File: config.mk
export PLATFORM = sky130hd
export DESIGN_NAME = alm_monitor
export DESIGN_NICKNAME = d
export VERILOG_FILES = /design/src/pkg/alm_pkg.sv /design/src/hw/alm_sync.sv /design/src/hw/alm_monitor.sv
export SDC_FILE = /design/constraint.sdc
export NUM_CORES = 1
export LEC_CHECK = 0
export BUFFER_PORTS_ARGS = -buffer_cell sky130_fd_sc_hd__buf_2
export CAP_MARGIN = 15
export CORE_MARGIN = 2
export CORE_UTILIZATION = 50
export CTS_CLUSTER_SIZE = 24
export DETAILED_ROUTE_END_ITERATION = 10
export GPL_ROUTABILITY_DRIVEN = 1
export GPL_TIMING_DRIVEN = 0
export PLACE_DENSITY = 0.65
export SYNTH_ARGS = -nofsm -noshare
export SYNTH_HDL_FRONTEND = slang
export SYNTH_HIERARCHICAL = 1
export SYNTH_SLANG_ARGS = --single-unit
File: constraint.sdc
create_clock -name clk -period 8.4 [get_ports clk]
set_input_delay 0.42 -clock clk [delete_from_list [all_inputs] [get_ports clk]]
set_output_delay 0.42 -clock clk [all_outputs]
set_load 0.005 [all_outputs]
File: src/pkg/alm_pkg.sv
// constants for the eight-channel limit monitor and its serial register port
// assumes a 16-bit frame: address, write flag, data, msb first
// Summary of operation
// - channel below-limit flags sit at odd status bits, channel 7 at bit 15
// - channel above-limit flags sit at even status bits, channel 0 at bit 0
// - a flag reads one after a violation on that channel, else zero
// - status flags are read-only to the host and zero after reset
// - each channel has its own writable and readable lower threshold register
// - results below the lower threshold raise the alert
// - results above the per-channel upper threshold raise the alert
// - threshold and margin registers keep only bits eight down to zero
// - the nine stored bits form the top of a 12-bit compare value
// - lower threshold and margin values get three zero low bits
// - upper threshold value gets three one low bits
// - with alert_sticky low, the per-channel margin decides when an active alert is released
// - lower threshold fields reset to all zeros
// - upper threshold fields reset to all ones
// - margin fields reset to all ones
// - reading status clears it on the second serial clock of that frame
// - a pending conversion result is sent instead and status stays intact
// - new violations add flags until the host reads the status
// - flags of channels not built in always read zero
package alm_pkg;
  localparam int NUM_CH = 8;
  localparam int FIELD_W = 9;
  localparam int INT_W = 12;
  localparam int WORD_W = 16;
  localparam int ADDR_W = 5;
  localparam int CMD_ADDR_LSB = 11;
  localparam int CMD_WRITE_BIT = 10;
  localparam logic [4:0] FRAME_BITS = 5'h10;
  localparam logic [4:0] CLEAR_EDGE_CNT = 5'h01;
  localparam logic [4:0] ADDR_STATUS = 5'h07;
  localparam logic [4:0] ADDR_LIMIT_BASE = 5'h08;
  localparam int REGS_PER_CH = 3;
  localparam int SEL_LOWER = 0;
  localparam int SEL_UPPER = 1;
  localparam int SEL_MARGIN = 2;
  localparam logic [8:0] LOWER_RESET = 9'h000;
  localparam logic [8:0] UPPER_RESET = 9'h1ff;
  localparam logic [8:0] MARGIN_RESET = 9'h1ff;
  localparam logic [2:0] LOWER_FILL = 3'h0;
  localparam logic [2:0] UPPER_FILL = 3'h7;
  localparam logic [2:0] MARGIN_FILL = 3'h0;
  localparam logic [15:0] STATUS_RESET = 16'h0000;
  typedef enum logic {
    ALM_FR_IDLE = 1'b0,
    ALM_FR_ACTIVE = 1'b1
  } alm_frame_e;
endpackage

File: src/hw/alm_sync.sv
// two-stage synchroniser for asynchronous pins
// assumes nothing but clk and nrst; the first stage feeds only the second
`timescale 1ns/1ps
module alm_sync #(
  parameter int W = 3,
  // reset level per bit, set to each pin's idle level to avoid false edges
  parameter logic [W-1:0] RST_VAL = '0
) (
  // clock and reset
  input wire logic clk,
  input wire logic nrst,
  // pins in and synchronised copy out
  input wire logic [W-1:0] async_in,
  output logic [W-1:0] sync_out
);
  logic [W-1:0] meta_q;
  logic [W-1:0] meta_d;
  logic [W-1:0] sync_q;
  logic [W-1:0] sync_d;

  always_comb begin
    meta_d = async_in;
    sync_d = meta_q;
  end

  always_ff @(posedge clk or negedge nrst) begin
    if (!nrst) begin
      meta_q <= RST_VAL;
      sync_q <= RST_VAL;
    end else begin
      meta_q <= meta_d;
      sync_q <= sync_d;
    end
  end

  assign sync_out = sync_q;
endmodule // alm_sync

File: src/hw/alm_monitor.sv
// limit monitor: thresholds, margins and alert flags behind a serial port
// assumes serial pins are asynchronous to clk and much slower than it;
// conversion results arrive on clk as a one-cycle strobe
`timescale 1ns/1ps
module alm_monitor #(
  parameter int CH_COUNT = 8
) (
  // clock and reset
  input wire logic clk,
  input wire logic nrst,
  // serial register port
  input wire logic sclk,
  input wire logic cs_n,
  input wire logic sdi,
  output logic sdo,
  output logic sdo_oe,
  // conversion results
  input wire logic conv_valid,
  input wire logic [2:0] conv_channel,
  input wire logic [11:0] conv_result,
  // alert mode and output
  input wire logic alert_sticky,
  output logic alert
);
  localparam int N = alm_pkg::NUM_CH;

  logic sclk_s, cs_n_s, sdi_s;
  logic sclk_prev_q, cs_prev_q;
  logic rise, fall, cs_fall, cs_rise;
  alm_pkg::alm_frame_e state_q, state_d;
  logic [4:0] bitcnt_q, bitcnt_d, rdptr_q, rdptr_d;
  logic [15:0] shin_q, shin_d, shout_q, shout_d, snap_q, snap_d;
  logic [15:0] status_q, status_d, res_word_q, res_word_d;
  logic [15:0] set_vec, impl_bits, cmd;
  logic stat_frame_q, stat_frame_d, res_pend_q, res_pend_d;
  logic sdo_q, sdo_d, sdo_oe_q, sdo_oe_d, alert_q, alert_d, clr_now;
  logic [8:0] lower_q [N];
  logic [8:0] lower_d [N];
  logic [8:0] upper_q [N];
  logic [8:0] upper_d [N];
  logic [8:0] margin_q [N];
  logic [8:0] margin_d [N];
  logic [N-1:0] act_lo_q, act_lo_d, act_hi_q, act_hi_d;
  logic [N-1:0] hit_lo, hit_hi, rel_lo, rel_hi;

  // cs_n idles high: resetting its stages low would open a phantom frame
  alm_sync #(.W(3), .RST_VAL(3'h2)) u_sync (
    .clk(clk),
    .nrst(nrst),
    .async_in({sclk, cs_n, sdi}),
    .sync_out({sclk_s, cs_n_s, sdi_s})
  );

  // edges are taken from the second stage against a held copy
  assign rise = sclk_s & ~sclk_prev_q;
  assign fall = ~sclk_s & sclk_prev_q;
  assign cs_fall = cs_prev_q & ~cs_n_s;
  assign cs_rise = ~cs_prev_q & cs_n_s;

  // per-channel compare against the widened internal values
  for (genvar i = 0; i < N; i++) begin : g_ch
    logic [11:0] lo_int, hi_int, mg_int;
    logic [12:0] lo_rel_pt, res_plus_mg;
    logic sel;
    assign lo_int = {lower_q[i], alm_pkg::LOWER_FILL};
    assign hi_int = {upper_q[i], alm_pkg::UPPER_FILL};
    assign mg_int = {margin_q[i], alm_pkg::MARGIN_FILL};
    assign lo_rel_pt = {1'b0, lo_int} + {1'b0, mg_int};
    assign res_plus_mg = {1'b0, conv_result} + {1'b0, mg_int};
    // unbuilt channels never raise anything
    assign sel = conv_valid && (conv_channel == 3'(i)) && (i < CH_COUNT);
    assign hit_lo[i] = sel && (conv_result < lo_int);
    assign hit_hi[i] = sel && (conv_result > hi_int);
    // released only once back inside by the full margin
    assign rel_lo[i] = sel && ({1'b0, conv_result} >= lo_rel_pt);
    assign rel_hi[i] = sel && (res_plus_mg <= {1'b0, hi_int});
    assign set_vec[2*i+1] = hit_lo[i];
    assign set_vec[2*i] = hit_hi[i];
    assign impl_bits[2*i+1] = (i < CH_COUNT);
    assign impl_bits[2*i] = (i < CH_COUNT);
  end

  function automatic logic [15:0] rd_word(input logic [4:0] a);
    logic [15:0] w;
    w = '0;
    if (a == alm_pkg::ADDR_STATUS) begin
      w = status_q & impl_bits;
    end
    for (int i = 0; i < N; i++) begin
      // upper bits stay zero
      if (a == 5'(alm_pkg::ADDR_LIMIT_BASE + alm_pkg::REGS_PER_CH * i
          + alm_pkg::SEL_LOWER)) begin
        w = {7'h00, lower_q[i]};
      end
      if (a == 5'(alm_pkg::ADDR_LIMIT_BASE + alm_pkg::REGS_PER_CH * i
          + alm_pkg::SEL_UPPER)) begin
        w = {7'h00, upper_q[i]};
      end
      if (a == 5'(alm_pkg::ADDR_LIMIT_BASE + alm_pkg::REGS_PER_CH * i
          + alm_pkg::SEL_MARGIN)) begin
        w = {7'h00, margin_q[i]};
      end
    end
    return w;
  endfunction

  assign cmd = shin_q;
  // second rising edge of a frame that carries the status word
  assign clr_now = (state_q == alm_pkg::ALM_FR_ACTIVE) && rise &&
      (bitcnt_q == alm_pkg::CLEAR_EDGE_CNT) && stat_frame_q;

  always_comb begin
    state_d = state_q;
    bitcnt_d = bitcnt_q;
    rdptr_d = rdptr_q;
    shin_d = shin_q;
    shout_d = shout_q;
    snap_d = snap_q;
    stat_frame_d = stat_frame_q;
    res_pend_d = res_pend_q;
    res_word_d = res_word_q;
    sdo_d = sdo_q;
    sdo_oe_d = sdo_oe_q;
    lower_d = lower_q;
    upper_d = upper_q;
    margin_d = margin_q;
    if (cs_fall) begin
      state_d = alm_pkg::ALM_FR_ACTIVE;
      bitcnt_d = '0;
      sdo_oe_d = 1'b1;
      if (res_pend_q) begin
        // a fresh result overrides the pending register read
        shout_d = res_word_q;
        res_pend_d = 1'b0;
        stat_frame_d = 1'b0;
      end else begin
        shout_d = rd_word(rdptr_q);
        stat_frame_d = (rdptr_q == alm_pkg::ADDR_STATUS);
      end
      snap_d = shout_d;
      sdo_d = shout_d[15];
    end else if (state_q == alm_pkg::ALM_FR_ACTIVE) begin
      if (cs_rise) begin
        state_d = alm_pkg::ALM_FR_IDLE;
        sdo_oe_d = 1'b0;
        // short frames are dropped whole; long ones keep their last 16 bits
        if (bitcnt_q == alm_pkg::FRAME_BITS) begin
          if (cmd[alm_pkg::CMD_WRITE_BIT]) begin
            for (int i = 0; i < N; i++) begin
              if (cmd[15:11] == 5'(alm_pkg::ADDR_LIMIT_BASE
                  + alm_pkg::REGS_PER_CH * i + alm_pkg::SEL_LOWER)) begin
                lower_d[i] = cmd[8:0];
              end
              if (cmd[15:11] == 5'(alm_pkg::ADDR_LIMIT_BASE
                  + alm_pkg::REGS_PER_CH * i + alm_pkg::SEL_UPPER)) begin
                upper_d[i] = cmd[8:0];
              end
              if (cmd[15:11] == 5'(alm_pkg::ADDR_LIMIT_BASE
                  + alm_pkg::REGS_PER_CH * i + alm_pkg::SEL_MARGIN)) begin
                margin_d[i] = cmd[8:0];
              end
            end
          end else begin
            rdptr_d = cmd[15:11];
          end
        end
      end else begin
        if (rise) begin
          shin_d = {shin_q[14:0], sdi_s};
          bitcnt_d = (bitcnt_q == alm_pkg::FRAME_BITS) ? bitcnt_q :
              5'(bitcnt_q + 5'h01);
        end
        // idle-high clock gives a leading fall that must not shift
        if (fall && (bitcnt_q != 5'h00)) begin
          shout_d = {shout_q[14:0], 1'b0};
          sdo_d = shout_q[14];
        end
      end
    end
    if (conv_valid) begin
      res_pend_d = 1'b1;
      res_word_d = {1'b0, conv_channel, conv_result};
    end
  end

  always_comb begin
    // new events win over the read clear in the same cycle
    status_d = (status_q & ~(clr_now ? snap_q : 16'h0000)) | set_vec;
    status_d = status_d & impl_bits;
    act_lo_d = act_lo_q;
    act_hi_d = act_hi_q;
    if (clr_now) begin
      act_lo_d = '0;
      act_hi_d = '0;
    end
    if (!alert_sticky) begin
      act_lo_d = act_lo_d & ~rel_lo;
      act_hi_d = act_hi_d & ~rel_hi;
    end
    act_lo_d = act_lo_d | hit_lo;
    act_hi_d = act_hi_d | hit_hi;
    alert_d = |{act_lo_d, act_hi_d};
  end

  always_ff @(posedge clk or negedge nrst) begin
    if (!nrst) begin
      sclk_prev_q <= 1'b0;
      cs_prev_q <= 1'b1;
      state_q <= alm_pkg::ALM_FR_IDLE;
      bitcnt_q <= '0;
      rdptr_q <= '0;
      shin_q <= '0;
      shout_q <= '0;
      snap_q <= '0;
      stat_frame_q <= 1'b0;
      res_pend_q <= 1'b0;
      res_word_q <= '0;
      sdo_q <= 1'b0;
      sdo_oe_q <= 1'b0;
      status_q <= alm_pkg::STATUS_RESET;
      act_lo_q <= '0;
      act_hi_q <= '0;
      alert_q <= 1'b0;
      for (int i = 0; i < N; i++) begin
        lower_q[i] <= alm_pkg::LOWER_RESET;
        upper_q[i] <= alm_pkg::UPPER_RESET;
        margin_q[i] <= alm_pkg::MARGIN_RESET;
      end
    end else begin
      sclk_prev_q <= sclk_s;
      cs_prev_q <= cs_n_s;
      state_q <= state_d;
      bitcnt_q <= bitcnt_d;
      rdptr_q <= rdptr_d;
      shin_q <= shin_d;
      shout_q <= shout_d;
      snap_q <= snap_d;
      stat_frame_q <= stat_frame_d;
      res_pend_q <= res_pend_d;
      res_word_q <= res_word_d;
      sdo_q <= sdo_d;
      sdo_oe_q <= sdo_oe_d;
      status_q <= status_d;
      act_lo_q <= act_lo_d;
      act_hi_q <= act_hi_d;
      alert_q <= alert_d;
      lower_q <= lower_d;
      upper_q <= upper_d;
      margin_q <= margin_d;
    end
  end

  assign sdo = sdo_q;
  assign sdo_oe = sdo_oe_q;
  assign alert = alert_q;
endmodule // alm_monitor

==> impl_metrics.ini <==
[clock_tree]
htreeDepth = 2
clock_latency_ns = 0.58
cts_setup_buffers = 0
clockBufferDepth = 3
cts.reportedPaths.clkPinSlew_ns = 0.06
cts_inserted_buffers = 41
tritoncts = yes
clock_sinks = 334
cts_resized = 0
clockRootBuffer = clkbuf_16
cts_hold_buf = 4

[job]
maxCapViolations = 0

[die]
start_util_pct = 50.5
core-area_um2 = 53700
fp-row-count = 85
dieArea_um2 = 56200
die_h_um = 237
pin_count = 25
die_width_um = 237

[critical_path]
critPathLaunchType = flop
crit_type = flop to flop
worstSetupEndpointType = flop
cp_cell_sequence = ha_1, fa_1, a21o_1, a21oi_1, o21bai_1, a21oi_1, o21bai_1, a21oi_1, xor2_1, ha_1, a21oi_1, a2111oi_0, a21oi_1, or3_1, or4_1, nor4_2, nand4b_1
r2r_slack_ns = 3.26
cp_slowest_stage_delay_ns = 0.70
critPathMostFrequentCell = a21oi_1
r2r_start = g_ch[5].lo_int[3]
worstPathArrival_ns = 5.55
crit_fanout = 4
critPathRequiredTime_ns = 8.80
slowest_stage = or4_1
critPathLaunch = g_ch[5].lo_int[3]
worstReg2RegEnd = alert
r2r_cells = 17

[synthesis]
synthMuxAreaShare_pct = 8.18
synth-xor-area-share_pct = 3.07
synthesis.nets = 3373
ys_warn_count = 6
synthFlopType = dfrtp_1
synth-edff-count = 0
synth_fa_ha_area_share_pct = 21.0
yosysSeqAreaShare_pct = 31.5
synth-compound-area-share_pct = 20.7
yosysTopAreaCell = ha_1
avgSynthCellArea_um2 = 9.34
synth_seq_cells = 334
syn_inst = 2906
synth_top_family_by_area = adder cells
synth.area.top_cells = ha_1 20%, dfrtp_1 17%, dfstp_2 14%
yosys.area_share.simple_pct = 11.3
yosysTopAreaCellShare_pct = 19.8
syn_area_um2 = 27100
synth.distinct_cells = 83
async_flop_share_pct = 100

[final_layout]
mostFrequentLayoutCells = 429 x ha_1, 282 x o21ai_0, 235 x nand2_1
fin_nets = 3462
finish.instance_area_um2 = 30000
fill_cells = 4800
final_cell_count_no_fill = 3729
drive_gt1_share_pct = 16.0
layout.cells.most_common = ha_1
areaGrowthSynthToFinish_pct = 10.6

[pwr]
ir_worst_vdd_uv = 169
netSwitchingFraction_pct = 31.3
total_power_mw = 4.48
switchingPower_mw = 1.40
p_leak_nw = 12.8
p_int_mw = 3.08
p_per_area_nw_per_um2 = 149
combinationalPowerShare_pct = 15.8
seqPwrFrac_pct = 41.5
power_frac_clock_pct = 42.6

[placed_design]
io_buffers = 24
globalplace.congestion = 0.995
dp_cells = 3642
place_area_um2 = 28500
dp_hpwl_mm = 85.2

[sta]
maxSlewHeadroom_pct = 12.1
setup_viol = 0
max_slew.worst_pin.slew_ns = 1.32
holdWs_ns = 0.232
rsz0062_at_grt = false
drv_slew = 0
max_freq_mhz = 194
period_share_pct = 61.2
hold_viol_final = 0
tns_ns = 0
skew_ns = 0.0267
fin_crit_ns = 5.14

[routing]
dr.pass1.iters = 9
avgRoutedWirePerCell_um = 30.2
dr_total_vias = 24899
drc_errors = 0
ant_nets = 0
initialDrtViolationCount = 2668
wl_mm = 113
routed_via_density = 6.68

[global_routing]
gr-total-overflow = 0
antenna_found_initial = 11
grt_pass1_vias = 24230
grt_pass1_wl_mm = 164
track_usage_pct = 40.1
grt_max_degree = 123

[hold_path]
hold_end = res_word_q[12]
min_path_cells = 2
min_from = conv_channel[0]
worstHoldPathType = input pin to flop

[outcome]
status = finished, final reports clean
-- worst max-delay path by stage --
stage                       end  depth (start not counted)
floorplan                 alert                         19
global placement    act_hi_q[5]                          1
detailed placement        alert                         20
CTS                       alert                         17
global route              alert                         17
finish                    alert                         17
-- power groups by stage --
stage / clock [mW] / sequential, mW / combinational, mW
4_1_cts: 1.92 / 1.86 / 0.694
5_1_grt: 2.00 / 1.87 / 0.760
3_5_place_dp: 0 / 1.88 / 0.689
6_report: 1.91 / 1.86 / 0.710
2_1_floorplan: 0 / 1.79 / 0.354
3_3_place_gp: 0 / 1.87 / 0.639
-- cell type report --
class / count / area, um^2 / share of cell area, %
Antenna cell: 5 / 12.5 / 0.0417
Clock inverter: 23 / 288 / 0.959
Sequential cell: 334 / 8540 / 28.5
Clock buffer: 53 / 1160 / 3.87
Multi-Input combinational cell: 2267 / 17400 / 58.1
Timing Repair Buffer: 46 / 526 / 1.75
Inverter: 202 / 758 / 2.53
Tap cell: 696 / 871 / 2.90
Buffer: 103 / 415 / 1.38
-- metal layers --
| layer | global-route usage [%] | vias to the layer above | part of all wire [%] |
|---|---|---|---|
| met5 | 0 | - | 0.044 |
| met4 | 17.7 | 8 | 4.8 |
| met3 | 7.81 | 275 | 9.5 |
| met2 | 60.8 | 1289 | 43 |
| met1 | 55.6 | 12409 | 43 |
| li1 | - | 10918 | - |
-- through the flow --
step / setup WS (ns) / util (%)
after global routing: 3.00 / 55.9
after floorplan: 4.24 / -
final: 3.26 / 55.9
after CTS: 3.40 / 55.8
after detailed placement: 2.86 / 53.0
after global placement: 0.620 / 52.4
-- kinds of logic after synthesis --
family,count (synthesis)
adders and majority gates,445
DFF,334
buffers and inverters,305
AOI/OAI and AO/OA,885
muxes,192
xor gates and xnor gates,95
and+or+nand+nor,650
-- synthesized netlist by cell type, types with 10 or more instances --
cell / count
o221ai_1: 12
dfrtp_1: 187
a22oi_1: 11
o21ai_0: 282
a221oi_1: 10
o21bai_1: 37
o31ai_1: 13
o22ai_1: 18
a21o_1: 77
mux2_2: 169
xor2_1: 32
nand4_1: 29
nand2_1: 235
o211ai_1: 27
a211oi_1: 42
and3_1: 10
a2111oi_0: 15
a21oi_1: 183
dfstp_2: 147
fa_1: 16
nand3_1: 47
nor4_1: 12
nor3_1: 39
inv_1: 201
o21a_1: 34
buf_2: 16
nor2_1: 169
clkbuf_1: 81
or3_1: 11
a31oi_1: 26
nand2b_1: 22
xnor2_1: 63
ha_1: 429
mux2i_1: 16
nor2b_1: 26
-- registers in the layout (all words and copies together) (netlist names), 8 cells and up --
signal       count
act_hi_q         8
act_lo_q         8
cmd             16
g_ch.hi_int     72
g_ch.lo_int     72
g_ch.mg_int     72
res_word_q      15
shout_q         15
snap_q          16
status_q        16
-- worst max-delay path: cells and delay by family, from the launching register on --
| kind | cells | cell delay (ns) |
|---|---|---|
| simple gates | 4 | 1.81 |
| compound gates | 9 | 1.64 |
| fa+ha+maj | 3 | 0.98 |
| flops | 1 | 0.43 |
| xor+xnor | 1 | 0.10 |
No activity file was read; power rests on OpenSTA's default activity.
